<file path="config.mk">
export PLATFORM = sky130hd
export DESIGN_NAME = pmi_i2c_regs
export DESIGN_NICKNAME = d
export VERILOG_FILES = /design/src/pkg/pmi_pkg.sv /design/src/pkg/pmi_sync_if.sv /design/src/pmi_i2c_regs.sv /design/src/pmi_pin_sync.sv
export SDC_FILE = /design/constraint.sdc
export NUM_CORES = 1
export LEC_CHECK = 0
export BUFFER_PORTS_ARGS = -buffer_cell sky130_fd_sc_hd__buf_2
export CORE_MARGIN = 2
export CORE_UTILIZATION = 55
export DETAILED_ROUTE_END_ITERATION = 8
export PLACE_DENSITY_LB_ADDON = 0.08
export SLEW_MARGIN = 20
export SYNTH_ARGS = -nofsm -noshare
export SYNTH_HDL_FRONTEND = slang
export SYNTH_HIERARCHICAL = 1
export SYNTH_SLANG_ARGS = --single-unit
</file>
<file path="constraint.sdc">
create_clock -name sys_clk -period 3.2 [get_ports sys_clk]
set_input_delay 0.32 -clock sys_clk [delete_from_list [all_inputs] [get_ports sys_clk]]
set_output_delay 0.32 -clock sys_clk [all_outputs]
set_load 0.1 [all_outputs]
</file>
<file path="src/pkg/pmi_pkg.sv">
// Constants, types and helpers of the register access target
// Behaviour
// [RULE_01] Serial clock up to 400 kHz supported
// [RULE_02] Host sends target address first after START
// [RULE_03] Direction bit high reads, low writes
// [RULE_04] Host sends register address after address byte
// [RULE_05] Data sampled on serial clock rising edge
// [RULE_06] Data change while clock high is control
// [RULE_07] Idle bus: both lines released high
// [RULE_08] Acknowledge own target address, either direction
// [RULE_09] Acknowledge valid register address, else refuse
// [RULE_10] Single write: store, acknowledge, then STOP
// [RULE_11] Pointer advances per byte, holds at zero
// [RULE_12] Burst write: acknowledge every data byte
// [RULE_13] Read needs address write, repeated START
// [RULE_14] Send selected register, most significant first
// [RULE_15] Host acknowledge requests next register byte
// [RULE_16] Host refusal ends read; release data line
// [RULE_17] Acknowledge low through ninth clock high
// [RULE_18] Refusal leaves data high through ninth clock
// [RULE_19] Host ends with STOP or repeated START
// [RULE_20] Target address fixed upper six, strap lsb
// [RULE_21] Hard or soft reset restores register defaults
// [RULE_22] Read pointer advances like writes, zero holds
// [RULE_23] Lines synchronised; edges, conditions from them
package pmi_pkg;

    localparam int          PMI_REGS       = 32;
    localparam logic [5:0]  PMI_ADDR_HI    = 6'h15;
    localparam logic [7:0]  PMI_ZERO_OFS   = 8'h00;
    localparam logic [7:0]  PMI_UVLO_OFS   = 8'h1e;
    localparam logic [7:0]  PMI_PWR_OFS    = 8'h1f;
    localparam logic [3:0]  PMI_ACK_SLOT   = 4'h8;
    localparam logic [31:0] PMI_VALID_MASK = 32'hfe03fffb;
    localparam logic [31:0] PMI_RO_MASK    = 32'h00038003;
    // Identity byte at offset zero; value arbitrary
    localparam logic [7:0]  PMI_CHIP_ID    = 8'h5a;
    localparam logic [7:0]  PMI_REG_RST    = 8'h00;
    localparam logic [7:0]  PMI_READ_NONE  = 8'h00;

    // Serial clock bound and the shortest half period it allows
    localparam int PMI_SCL_MAX_KHZ = 400;
    localparam int PMI_SYS_KHZ     = 25000;
    localparam int PMI_HALF_CYC    = PMI_SYS_KHZ / (2 * PMI_SCL_MAX_KHZ);

    typedef enum logic [2:0] {
        ST_IDLE  = 3'h0,
        ST_ADDR  = 3'h1,
        ST_REG   = 3'h2,
        ST_WDATA = 3'h3,
        ST_RDATA = 3'h4
    } pmi_state_t;

    function automatic logic pmi_valid(input logic [7:0] ofs);
        pmi_valid = (ofs[7:5] == 3'h0) && PMI_VALID_MASK[ofs[4:0]];
    endfunction : pmi_valid

    function automatic logic pmi_writable(input logic [7:0] ofs);
        pmi_writable = pmi_valid(ofs) && !PMI_RO_MASK[ofs[4:0]];
    endfunction : pmi_writable

    function automatic logic [7:0] pmi_next_ptr(input logic [7:0] ofs);
        pmi_next_ptr = (ofs == PMI_ZERO_OFS) ? ofs : 8'(ofs + 8'h01);
    endfunction : pmi_next_ptr

    function automatic logic [7:0] pmi_reg_default(input logic [4:0] idx);
        pmi_reg_default = (idx == PMI_ZERO_OFS[4:0]) ? PMI_CHIP_ID
                                                      : PMI_REG_RST;
    endfunction : pmi_reg_default

endpackage : pmi_pkg

</file>
<file path="src/pkg/pmi_sync_if.sv">
// Synchronised bus lines and strap handed to the protocol engine
`timescale 1ns/100ps
interface pmi_sync_if;
    logic scl_s;
    logic sda_s;
    logic sel_s;

    modport src (output scl_s, output sda_s, output sel_s);
    modport dst (input  scl_s, input  sda_s, input  sel_s);
endinterface : pmi_sync_if

</file>
<file path="src/pmi_i2c_regs.sv">
// Two-wire target with the byte-wide register map behind it
`timescale 1ns/100ps
module pmi_i2c_regs (
    // Clock and reset
    input  wire logic   sys_clk,
    input  wire logic   resetn,
    input  wire logic   soft_rst,
    // Serial bus pins
    input  wire logic   scl_i,
    input  wire logic   sda_i,
    output logic        sda_o,
    output logic        sda_oe,
    // Address strap
    input  wire logic   otp_addr_sel,
    // Register contents for the block's consumers
    output logic [7:0]  undervoltage_lockout_config,
    output logic [7:0]  power_config
);
    import pmi_pkg::*;
    pmi_sync_if sync ();
    pmi_pin_sync u_sync (
        .sys_clk      (sys_clk),
        .resetn       (resetn),
        .scl_i        (scl_i),
        .sda_i        (sda_i),
        .otp_addr_sel (otp_addr_sel),
        .sync         (sync)
    );
    pmi_state_t state_q;
    pmi_state_t state_d;
    logic [3:0] cnt_q;
    logic [3:0] cnt_d;
    logic       ackph_q;
    logic       ackph_d;
    logic       rd_q;
    logic       rd_d;
    logic [7:0] shift_q;
    logic [7:0] shift_d;
    logic [7:0] tx_q;
    logic [7:0] tx_d;
    logic [7:0] ptr_q;
    logic [7:0] ptr_d;
    logic       sda_oe_q;
    logic       sda_oe_d;
    logic       sda_o_q;
    logic       scl_p_q;
    logic       scl_p_d;
    logic       sda_p_q;
    logic       sda_p_d;
    logic       wr_en;
    logic [7:0] mem_q [PMI_REGS];
    logic [7:0] mem_d [PMI_REGS];
    logic       scl_rise;
    logic       scl_fall;
    logic       start_ev;
    logic       stop_ev;
    logic [6:0] own_addr;
    logic [7:0] rd_byte;
    // Edges and conditions from the synchronised lines only
    assign scl_rise = sync.scl_s && !scl_p_q;              // RULE_23
    assign scl_fall = !sync.scl_s && scl_p_q;
    // SDA moving while SCL stays high is START or STOP
    assign start_ev = sync.scl_s && scl_p_q && sda_p_q && !sync.sda_s; // RULE_06
    assign stop_ev  = sync.scl_s && scl_p_q && !sda_p_q && sync.sda_s; // RULE_06
    assign own_addr = {PMI_ADDR_HI, sync.sel_s};           // RULE_20
    assign rd_byte  = pmi_valid(ptr_q) ? mem_q[ptr_q[4:0]] : PMI_READ_NONE;
    always_comb
    begin
        state_d  = state_q;
        cnt_d    = cnt_q;
        ackph_d  = ackph_q;
        rd_d     = rd_q;
        shift_d  = shift_q;
        tx_d     = tx_q;
        ptr_d    = ptr_q;
        sda_oe_d = sda_oe_q;
        scl_p_d  = sync.scl_s;
        sda_p_d  = sync.sda_s;
        wr_en    = 1'b0;
        if (start_ev)
        begin
            // Plain and repeated START both restart addressing
            state_d  = ST_ADDR;                            // RULE_02
            cnt_d    = 4'h0;
            ackph_d  = 1'b0;
            sda_oe_d = 1'b0;
        end
        else if (stop_ev)
        begin
            state_d  = ST_IDLE;                            // RULE_07
            cnt_d    = 4'h0;
            ackph_d  = 1'b0;
            sda_oe_d = 1'b0;
        end
        else if (scl_rise && state_q != ST_IDLE)
        begin
            if (!ackph_q && cnt_q != PMI_ACK_SLOT)
            begin
                if (state_q != ST_RDATA)
                    shift_d = {shift_q[6:0], sync.sda_s};  // RULE_05
                cnt_d = 4'(cnt_q + 4'h1);
            end
            else if (ackph_q && state_q == ST_RDATA && sync.sda_s)
            begin
                // Host refused the byte: read is over
                state_d  = ST_IDLE;                        // RULE_16
                ackph_d  = 1'b0;
                cnt_d    = 4'h0;
                sda_oe_d = 1'b0;
            end
        end
        else if (scl_fall && state_q == ST_RDATA)
        begin
            if (cnt_q != PMI_ACK_SLOT)
            begin
                tx_d     = {tx_q[6:0], 1'b0};              // RULE_14
                sda_oe_d = !tx_q[6];
            end
            else if (!ackph_q)
            begin
                sda_oe_d = 1'b0;
                ackph_d  = 1'b1;
                ptr_d    = pmi_next_ptr(ptr_q);            // RULE_22
            end
            else
            begin
                // Host acknowledged: next register goes out
                tx_d     = rd_byte;                        // RULE_15
                sda_oe_d = !rd_byte[7];
                cnt_d    = 4'h0;
                ackph_d  = 1'b0;
            end
        end
        else if (scl_fall && cnt_q == PMI_ACK_SLOT && ackph_q)
        begin
            // End of the ninth clock: give the line back
            ackph_d  = 1'b0;
            cnt_d    = 4'h0;
            sda_oe_d = 1'b0;                               // RULE_17
            unique case (state_q)
                ST_ADDR:
                begin
                    if (rd_q)
                    begin
                        state_d  = ST_RDATA;               // RULE_14
                        tx_d     = rd_byte;
                        sda_oe_d = !rd_byte[7];
                    end
                    else
                        state_d = ST_REG;                  // RULE_04
                end
                ST_REG:   state_d = ST_WDATA;
                default:  state_d = state_q;
            endcase
        end
        else if (scl_fall && cnt_q == PMI_ACK_SLOT)
        begin
            unique case (state_q)
                ST_ADDR:
                begin
                    if (shift_q[7:1] == own_addr)
                    begin
                        sda_oe_d = 1'b1;                   // RULE_08
                        ackph_d  = 1'b1;
                        rd_d     = shift_q[0];             // RULE_03
                    end
                    else
                    begin
                        state_d = ST_IDLE;
                        cnt_d   = 4'h0;
                    end
                end
                ST_REG:
                begin
                    if (pmi_valid(shift_q))
                    begin
                        ptr_d    = shift_q;                // RULE_09
                        sda_oe_d = 1'b1;
                        ackph_d  = 1'b1;
                    end
                    else
                    begin
                        // Refusal: line stays released
                        state_d = ST_IDLE;                 // RULE_18
                        cnt_d   = 4'h0;
                    end
                end
                ST_WDATA:
                begin
                    wr_en    = 1'b1;                       // RULE_10
                    sda_oe_d = 1'b1;                       // RULE_12
                    ackph_d  = 1'b1;
                    ptr_d    = pmi_next_ptr(ptr_q);        // RULE_11
                end
                default:
                begin
                    state_d = ST_IDLE;
                    cnt_d   = 4'h0;
                end
            endcase
        end
    end
    always_ff @(posedge sys_clk or negedge resetn)
    begin
        if (!resetn)
        begin
            state_q  <= ST_IDLE;
            cnt_q    <= 4'h0;
            ackph_q  <= 1'b0;
            rd_q     <= 1'b0;
            shift_q  <= 8'h00;
            tx_q     <= 8'h00;
            ptr_q    <= PMI_ZERO_OFS;
            sda_oe_q <= 1'b0;
            sda_o_q  <= 1'b0;
            scl_p_q  <= 1'b1;
            sda_p_q  <= 1'b1;
        end
        else
        begin
            state_q  <= state_d;
            cnt_q    <= cnt_d;
            ackph_q  <= ackph_d;
            rd_q     <= rd_d;
            shift_q  <= shift_d;
            tx_q     <= tx_d;
            ptr_q    <= ptr_d;
            sda_oe_q <= sda_oe_d;
            sda_o_q  <= 1'b0;
            scl_p_q  <= scl_p_d;
            sda_p_q  <= sda_p_d;
        end
    end

    // Register file; soft reset wins over a write in the same cycle
    always_comb
    begin
        for (int i = 0; i < PMI_REGS; i++)
            mem_d[i] = mem_q[i];
        if (soft_rst)
        begin
            for (int i = 0; i < PMI_REGS; i++)
                mem_d[i] = pmi_reg_default(5'(i));         // RULE_21
        end
        else if (wr_en && pmi_writable(ptr_q))
            mem_d[ptr_q[4:0]] = shift_q;                   // RULE_10
    end

    always_ff @(posedge sys_clk or negedge resetn)
    begin
        if (!resetn)
        begin
            for (int i = 0; i < PMI_REGS; i++)
                mem_q[i] <= pmi_reg_default(5'(i));        // RULE_21
        end
        else
        begin
            for (int i = 0; i < PMI_REGS; i++)
                mem_q[i] <= mem_d[i];
        end
    end

    assign sda_o                       = sda_o_q;
    assign sda_oe                      = sda_oe_q;
    assign undervoltage_lockout_config = mem_q[PMI_UVLO_OFS[4:0]];
    assign power_config                = mem_q[PMI_PWR_OFS[4:0]];
endmodule : pmi_i2c_regs

</file>
<file path="src/pmi_pin_sync.sv">
// Two-flop synchronisers for the serial lines and address strap
`timescale 1ns/100ps
module pmi_pin_sync (
    // Clock and reset
    input  wire logic   sys_clk,
    input  wire logic   resetn,
    // Pins
    input  wire logic   scl_i,
    input  wire logic   sda_i,
    input  wire logic   otp_addr_sel,
    // Synchronised side
    pmi_sync_if.src     sync
);
    logic [2:0] meta_q;
    logic [2:0] meta_d;
    logic [2:0] line_q;
    logic [2:0] line_d;

    // Lines rest high, so the clock and data bits reset high; the strap bit resets low
    always_comb
    begin
        meta_d = {otp_addr_sel, sda_i, scl_i}; // RULE_23
        line_d = meta_q;                       // RULE_01
    end

    always_ff @(posedge sys_clk or negedge resetn)
    begin
        if (!resetn)
        begin
            meta_q <= 3'h3;
            line_q <= 3'h3;
        end
        else
        begin
            meta_q <= meta_d;
            line_q <= line_d;
        end
    end

    assign sync.scl_s = line_q[0];
    assign sync.sda_s = line_q[1];
    assign sync.sel_s = line_q[2];

endmodule : pmi_pin_sync

</file>
# [Word-level counts from Yosys, hierarchy flattened]
# Memory sizes are Yosys's and may differ from the RTL's.
# Cells that the tools add are included.
# Widths: inputs -> output; s select.
[word_totals] romBits=96 n_memories=3 latch_bits=0 input_bits=6 output_inout_bits=18 register_bits=297 ramBits=0
[memory_table] memory="(name not given)" depth=32 width=1 rd=1 rd_ports_with_merged_regs=0 wr=0 line_no="pmi_pkg.sv:59" source="pmi_writable = pmi_valid(ofs) && !PMI_RO_MASK[ofs[4:0]];"
[memory_table] memory="(name not given)" depth=32 width=1 rd=1 rd_ports_with_merged_regs=0 wr=0 line_no="pmi_pkg.sv:55" source="pmi_valid = (ofs[7:5] == 3'h0) && PMI_VALID_MASK[ofs[4:0]];"
[memory_table] memory="(name not given)" depth=32 width=1 rd=1 rd_ports_with_merged_regs=0 wr=0 line_no="pmi_pkg.sv:55"
[classes] n_div=0 addsub=2 shift=0 n_bitwise=6 n_eq_ne=28 reduce_logical=48 mul=0 magnitude_cmp=4 muxes=81
[ops] operator="$mux 256" count=2
[ops] operator="$bwmux 256" count=1
[ops] operator="$mux 8" count=11
[ops] operator="$mux 4" count=12
[ops] operator="$mux 7" count=6
[ops] operator="$bmux 8 s5" count=1
[ops] operator="$demux 8 s5" count=1
[ops] operator="$mux 3" count=11
[ops] operator="$mux 1" count=31
[ops] operator="$ne 7x7->1 const B" count=4
[ops] operator="$reduce_and 7->1" count=3
[ops] operator="$logic_and 1x1->1" count=19
[ops] operator="$ne 6x6->1 const B" count=3
[ops] operator="$pmux 8 s2" count=1
[ops] operator="$reduce_and 8->1" count=2
[ops] operator="$ne 5x5->1 const B" count=3
[ops] operator="$lt 5x6->1 const B" count=2
[ops] operator="$ne 4x4->1 const B" count=3
[ops] operator="$pmux 4 s3" count=1
[ops] operator="$reduce_bool 2->1" count=5
[ops] operator="$ne 3x3->1 const B" count=3
[ops] operator="$pmux 3 s3" count=1
[ops] operator="$reduce_and 9->1" count=1
[ops] operator="$add 8x1->8 const B" count=1
[ops] operator="25 further kinds" count=41

# [Logic depth before layout (Yosys ltp)]
# Gate-level depths: netlist (run 1).
[depth] word_depth=13 mapped_depth=11

# [Modules after synthesis]
# Netlist (run 1), hierarchy kept.
[by_module_without_submodules] module="pmi_i2c_regs" cells_each=1194 n_inst=1 seq_area_each_um2=7289.5 area_per_inst_um2=14727.9
[by_module_without_submodules] module="pmi_pin_sync" cells_each=6 n_inst=1 seq_area_each_um2=155.1 area_per_inst_um2=155.1

# [Worst setup path after synthesis (run 1)]
# OpenSTA, ideal clock, no wires.
[synth_path] kind="reg2reg" startpoint="register ptr_q[1]" endpoint="register mem_q[48] in the netlist's numbering" path_stages_with_launch=12 arrival_ns=3.151 t_required_ns=3.121 setup_slack_ns=-0.030 setup_time_ns=0.079 path_cell_list="dfrtp_1 clkbuf_1 buf_1 clkbuf_1 inv_1 ha_1 nand4b_1 o2111ai_2 nor4_4 and2_1 buf_2 mux2i_1"
[synth_between] elab_chain_cells=8
[synth_lines] element="start: declaration" line_no="pmi_i2c_regs.sv:41" source="logic [7:0] ptr_q;"
[synth_lines] element="start signal: assignment" line_no="pmi_i2c_regs.sv:227" source="ptr_q <= ptr_d;"
[synth_lines] element="$not 5->6 (not written as such)" line_no="pmi_i2c_regs.sv:246" source="mem_d[ptr_q[4:0]] = shift_q;"
[synth_lines] element="$ge 6x6->1 (not written as such) / $lt 6x1->1 (equally long branches)" line_no="pmi_i2c_regs.sv:246"
[synth_lines] element="$logic_and 1x1->1 (not written as such)" line_no="pmi_i2c_regs.sv:246"
[synth_lines] element="$mux 8 (not written as such)" line_no="pmi_i2c_regs.sv:246"
[synth_lines] element="$demux 8 s5" line_no="pmi_i2c_regs.sv:246"
[synth_lines] element="$bwmux 256" line_no="pmi_i2c_regs.sv:246"
[synth_lines] element="$mux 256" line_no="pmi_i2c_regs.sv:245" source="else if (wr_en && pmi_writable(ptr_q))"
[synth_lines] element="$mux 256" line_no="pmi_i2c_regs.sv:240" source="if (soft_rst)"
[synth_lines] element="end signal: indexed assignment" line_no="pmi_i2c_regs.sv:254" source="mem_q[i] <= pmi_reg_default(5'(i));"
[synth_lines] element="end signal: indexed assignment" line_no="pmi_i2c_regs.sv:259" source="mem_q[i] <= mem_d[i];"
[synth_lines] element="end: declaration" line_no="pmi_i2c_regs.sv:51" source="logic [7:0] mem_q [PMI_REGS];"
# Several ways; a longest one is shown, not always the timed one. The select of a mux whose other input is x is not followed.
# A chain may end at the register's enable or synchronous reset.

# [Worst setup path after layout (run 1)]
[layout_path] startpoint="register ptr_q[1]" endpoint="register mem_q[203] in the netlist's numbering"
# The elaborated chain is that of the path after synthesis.

==> flow_summary.ini, run 1 <==
[die]
core_area_sq_um = 26700
die_w_um = 169
initial_core_util_pct = 55.7
num_rows = 60
fp.dieH_um = 169
die_area_sq_um = 28400
io_pins = 24

[timing]
tightest_slew_ns = 0.794
fin_crit_sh_pct = 90.7
finalSetupTns_ns = 0
min_period_ns = 2.90
fmax_mhz = 345
hold_viol = 0
setup_viol_count_final = 0
rsz0062_at_grt = no
fin_skew_ns = 0.0153
slew_violations = 0
max_slew_margin_pct = 46.6

[setup_path]
reg2reg_to = mem_q[203]$_DFFE_PN0P_
worstReg2RegStart = ptr_q[1]$_DFFE_PN0P_
r2r_slack_ns = 0.30
ff2ff_path_depth = 7
critPathCaptureType = flop
cp_max_fo = 21
cp-start-kind = flop
arrival_ns = 3.27
critical_path_class = flop to flop
cp.required_ns = 3.57

[detailed_routing]
drt-total-wl_mm = 34.5
routed-via-count = 9312
drc = 0
first_pass_iters = 7
ant_nets = 0
drt_iter0_markers = 773
via_per_inst = 5.97
wl_per_cell_um = 22.1

[job]
maxCapViolCount = 0

[cts]
clk_pin_slew_ns = 0.06
cts_setup_buffers = 0
h-tree-depth = 2
clock_sinks = 297
insertion_delay_ns = 0.52
cts_root_buf = clkbuf_16
tritoncts = built
clk_path_buf_depth = 3
cts_buffers = 34

[min_path]
whs_path_depth = 2
min_to = mem_q[123]$_DFFE_PN0P_
min_path_type = input pin to flop
hp-start = soft_rst

[status]
outcome = completed

[synthesis]
synth_area_leaders = dfrtp_1 48%, mux2i_1 13%, mux4_2 9.5%, nand2b_1 8.2%, nor2b_1 3.2%
async_flop_share_pct = 100
syn-cell-area_sq_um = 14900
synth_top_area_share_pct = 48.3
synth-edff-count = 0
yosys_most_used_dff = dfrtp_1
ys_seq_area_share_pct = 50.0
synthCells = 1200
ys_seq_elements = 297
synth.net_count = 1214
syn_avg_cell_area_sq_um = 12.4
yosysTopAreaCell = dfrtp_1
yosysUniqueCellTypes = 69
yosysWarnings = 6

[global_routing]
first_global_vias = 9594
grt_antenna_before_repair = 0
grt_max_degree = 92
grt_usage_pct = 25.4
overflow = 0
grt_pass1_wl_mm = 56.3

[power_and_ir_drop]
p_per_area_nw_per_um2 = 512
ir_drop_v = 0.000425
power_leakage_nw = 8.06

[placement]
dp_cells = 1497
hpwl_mm = 21.5
gp_congestion = 0.820
portBuffers = 22

[cells_and_area]
nets = 1210
fin_cells = 1560
diodes = 0
drive_above_1_share_pct = 18.9
area_growth_pct = 10.6
registers in the layout (all words and copies together), names as in the netlist:
signal                       count
shift_q                          8
ackph_q                          1
state_q                          3
cnt_q                            4
sda_oe                           1
power_config                     8
sda_p_q                          1
mem_q                          240
tx_q                             7
u_sync/line_d                    3
u_sync/line_q                    3
rd_q                             1
scl_p_q                          1
undervoltage_lockout_config      8
ptr_q                            8
area by class of cell:
class / count / area, sq um
Timing Repair Buffer: 58 / 444
Inverter: 21 / 78.8
Multi-Input combinational cell: 784 / 6920
Clock inverter: 6 / 124
Clock buffer: 53 / 1010
Fill cell: 2118 / 10300
Tap cell: 341 / 427
Sequential cell: 297 / 7450
where the power goes:
group          total, W  switching, W  leakage [nW]  internal (W)
registers       0.00391     0.0000962          4.10       0.00381
clock network   0.00393       0.00152         0.554       0.00242
logic          0.000586      0.000379          3.41      0.000207
total           0.00843       0.00199          8.06       0.00644
repair_timing:
action / 4_1_cts / 5_1_grt
endpoints found under the setup margin: 0 / 0
gates resized for setup: 0 / 0
hold buffers: 4 / 0
hold endpoints to repair: 45 / 0
metrics by stage:
| step | hold slack (ns) | util, % | total power, W | worst slack, ns | area [sq um] |
|---|---|---|---|---|---|
| after floorplan | 0.0244 | - | 0.00431 | 0.0766 | 14900 |
| after global placement | 0.266 | 57.2 | 0.00456 | 0.318 | 15300 |
| final | 0.169 | 61.6 | 0.00843 | 0.298 | 16500 |
| after global routing | 0.171 | 61.6 | 0.00874 | 0.149 | 16500 |
| after detailed placement | 0.259 | 57.2 | 0.00456 | 0.275 | 15300 |
| after CTS | 0.154 | 61.6 | 0.00854 | 0.275 | 16500 |
critical path: stages, from the launching register on:
cell       delay [ns]
dfrtp_4          0.58
inv_1            0.16
ha_1             0.25
nand4b_1         0.14
o2111ai_4        0.28
nor4_4           0.76
nand2_2          0.38
mux2i_1          0.20
how the worst max path moves through the flow:
stage	start	end	cells after the start
6_report	ptr_q[1]$_DFFE_PN0P_	mem_q[203]$_DFFE_PN0P_	7
5_1_grt	ptr_q[1]$_DFFE_PN0P_	mem_q[203]$_DFFE_PN0P_	7
4_1_cts	ptr_q[1]$_DFFE_PN0P_	mem_q[203]$_DFFE_PN0P_	7
3_5_place_dp	ptr_q[1]$_DFFE_PN0P_	mem_q[203]$_DFFE_PN0P_	6
3_3_place_gp	ptr_q[1]$_DFFE_PN0P_	mem_q[203]$_DFFE_PN0P_	6
2_1_floorplan	ptr_q[0]$_DFFE_PN0P_	mem_q[48]$_DFFE_PN0P_	11
Yosys cell counts (3+ instances only):
library cell  number
mux2i_1          191
buf_2             13
nor2_1            14
inv_1             20
and2_1             5
nor4_1             3
nand2_1           27
mux4_2            63
nor3_1             9
a221oi_1           3
nand2_2           21
nor4_4             5
a222oi_1           7
a22oi_1           20
nor2b_1           75
o22ai_1            3
a21oi_1            8
o21ai_0           15
buf_4             17
nand3_1           12
clkbuf_1          64
a211o_1            6
buf_1              4
o2bb2ai_1          4
mux2_2            14
and3_1             9
dfstp_2           10
nor3b_1            5
dfrtp_1          287
nand2b_1         194
o211ai_1          12
and3b_1            4
ha_1               8
logic make-up after synthesis:
| family | after synthesis | synth area share [%] |
|---|---|---|
| flops | 297 | 50.0 |
| other cells | 1 | 0.0252 |
| compound gates | 100 | 5.02 |
| fa+ha+maj | 8 | 0.673 |
| xor+xnor | 4 | 0.235 |
| simple gates | 403 | 17.0 |
| mux | 268 | 23.4 |
| buf+inv | 119 | 3.54 |
per-layer routing:
metal	vias up	GRT usage, %	part of all wire (%)	routed length (um)
met1	4810	38.3	47	16200
li1	4239	-	-	-
met5	-	0	0	0
met2	217	39.4	47	16100
met3	46	4.30	4.7	1610
met4	0	5.43	1.6	558
layout by cell type, fill, tap and decap left out, drive strengths merged, types with 3 or more instances in the layout:
cell / netlist / final
dlygate4sd3: 0 / 4
nor3b: 5 / 5
clkbuf: 64 / 53
mux2: 14 / 14
a222oi: 7 / 7
dfstp: 10 / 10
buf: 34 / 54
nor3: 11 / 11
a21oi: 8 / 8
nand3: 12 / 12
nand2b: 194 / 194
mux2i: 191 / 191
inv: 21 / 23
nor2b: 75 / 75
a22oi: 20 / 20
and3b: 4 / 4
nor2: 14 / 14
a211o: 6 / 6
ha: 8 / 8
o2111ai: 3 / 3
a221oi: 3 / 3
o211ai: 12 / 12
o21ai: 17 / 17
nand3b: 3 / 3
o2bb2ai: 4 / 4
dfrtp: 287 / 287
and2: 5 / 5
o22ai: 3 / 3
nor4: 8 / 8
mux4: 63 / 63
nand2: 49 / 49
and3: 9 / 9
bufinv: 0 / 3
No activity file was read; power rests on OpenSTA's default activity.
==> run 2, diff against run 1 <==
--- a/config.mk
+++ b/config.mk
@@ -7,7 +7,7 @@
 export LEC_CHECK = 0
 export BUFFER_PORTS_ARGS = -buffer_cell sky130_fd_sc_hd__buf_2
 export CORE_MARGIN = 2
-export CORE_UTILIZATION = 55
+export CORE_UTILIZATION = 42
 export DETAILED_ROUTE_END_ITERATION = 8
 export PLACE_DENSITY_LB_ADDON = 0.08
 export SLEW_MARGIN = 20
==> run 2 against run 1 <==
  * Sequential power about the same
  * Die area up 30%
  * Count of clock-buffer cells in the layout shrank 2
  * Sequential share of layout area is 0.49 points lower
  * Fmax is 0.15% higher
  * Critical endpoint is now mem_q[54]$_DFFE_PN0P_
  * Highest routed layer unchanged
==> flow_summary.ini, run 2 (synthesized netlist as in run 1, its figures left out) <==
[status]
outcome = completed

[global_routing]
grt_pass1_wl_mm = 59.4
grt_usage_pct = 21.1
overflow = 0
first_global_vias = 9783
grt_antenna_before_repair = 0
grt_max_degree = 160

[cts]
cts_resized = 0
clk_pin_slew_ns = 0.06
cts_root_buf = clkbuf_16
cts_buffers = 35
clk_path_buf_depth = 3
h-tree-depth = 2
insertion_delay_ns = 0.52
tritoncts = built
clock_sinks = 297

[job]
maxCapViolCount = 0

[timing]
hold_viol = 0
tightest_slew_ns = 0.776
finalSetupTns_ns = 0
hold_ws_ns = 0.250
max_slew_margin_pct = 48.3
rsz0062_at_grt = no
fmax_mhz = 345
slew_violations = 0
setup_viol_count_final = 0
fin_skew_ns = 0.0136
fin_crit_sh_pct = 90.6
min_period_ns = 2.90

[detailed_routing]
ant_nets = 0
drt_iter0_markers = 682
via_per_inst = 5.48
drt-total-wl_mm = 37.0
drc = 0
first_pass_iters = 6
routed-via-count = 9196
wl_per_cell_um = 22.0

[die]
core_area_sq_um = 34700
fp.dieH_um = 192
initial_core_util_pct = 42.9
die_w_um = 192
io_pins = 24
die_area_sq_um = 37000
num_rows = 68

[setup_path]
critical_path_class = flop to flop
critPathLaunch = ptr_q[1]$_DFFE_PN0P_
r2r_slack_ns = 0.30
reg2reg_to = mem_q[54]$_DFFE_PN0P_
arrival_ns = 3.34
worstReg2RegStart = ptr_q[1]$_DFFE_PN0P_
cp_max_fo = 15
ff2ff_path_depth = 6
cp.required_ns = 3.64
critPathCaptureType = flop
cp-start-kind = flop

[cells_and_area]
final_cell_mix = 285 x dfrtp_1, 194 x nand2b_1, 191 x mux2i_1
n_fill_cell = 3124
final_common_cell = dfrtp_1
final_core_util_pct = 47.9
area_growth_pct = 11.8
nets = 1212
top_register = mem_q
diodes = 0
drive_above_1_share_pct = 19.6
multiInputGateArea_sq_um = 6930
largest_reg_flops = 240
seqCellArea_sq_um = 7450

[power_and_ir_drop]
power_w = 0.00846
power_leakage_nw = 8.09
p_per_area_nw_per_um2 = 508
ir_drop_v = 0.000402

[placement]
portBuffers = 22
hpwl_mm = 22.5
gp_congestion = 0.795

[min_path]
min_to = mem_q[251]$_DFFE_PN1P_
min_path_type = input pin to flop
whs_path_depth = 2
hp-start = soft_rst
-- run 2: layer usage --
metal  share of wire [%]  GRT usage (%)
met3                 3.5           3.00
met5                   0              0
met4                 2.1           5.58
met1                  49           31.5
met2                  46           32.5
-- run 2: worst max-delay path: stages, from the launching register on --
cell and delay, ns:
dfrtp_4 0.56, ha_1 0.25, ha_1 0.20, a311o_1 0.49
nor4_4 0.53, and2_1 0.54, mux2i_1 0.24
-- run 2: worst max-delay path by stage --
stage / slack, ns / end
6_report: 0.30 / mem_q[54]$_DFFE_PN0P_
5_1_grt: 0.14 / mem_q[53]$_DFFE_PN0P_
4_1_cts: 0.29 / mem_q[48]$_DFFE_PN0P_
3_5_place_dp: 0.31 / mem_q[51]$_DFFE_PN0P_
3_3_place_gp: 0.34 / mem_q[52]$_DFFE_PN0P_
2_1_floorplan: 0.08 / mem_q[48]$_DFFE_PN0P_
-- run 2: through the flow --
step | instance area [sq um] | setup slack, ns | instances
after floorplan | 14900 | 0.0766 | 1200
after global placement | 15500 | 0.338 | 1612
after detailed placement | 15500 | 0.308 | 1612
after CTS | 16600 | 0.289 | 1678
after global routing | 16600 | 0.138 | 1678
final | 16600 | 0.302 | 1678
-- run 2: area by class of cell --
type                       count  share of cell area, %
tap                          455                   3.42
clock buffer                  51                   6.29
timing repair buffer          59                   2.86
multi-input combinational    784                   41.6
sequential                   297                   44.8
clock inverter                11                  0.541
inverter                      21                  0.474
-- run 2: timing repair --
| action | CTS | global route |
|---|---|---|
| endpoints found under the setup margin | 0 | 0 |
| hold endpoints to repair | 71 | 0 |
| hold buffers | 4 | 0 |
| setup buffers | 0 | 0 |
-- run 2: report_power, final --
| group | internal (W) | switching (W) | leakage (nW) |
|---|---|---|---|
| combinational | 0.000211 | 0.000386 | 3.43 |
| sequential | 0.00381 | 0.0000988 | 4.10 |
| clock | 0.00235 | 0.00160 | 0.567 |
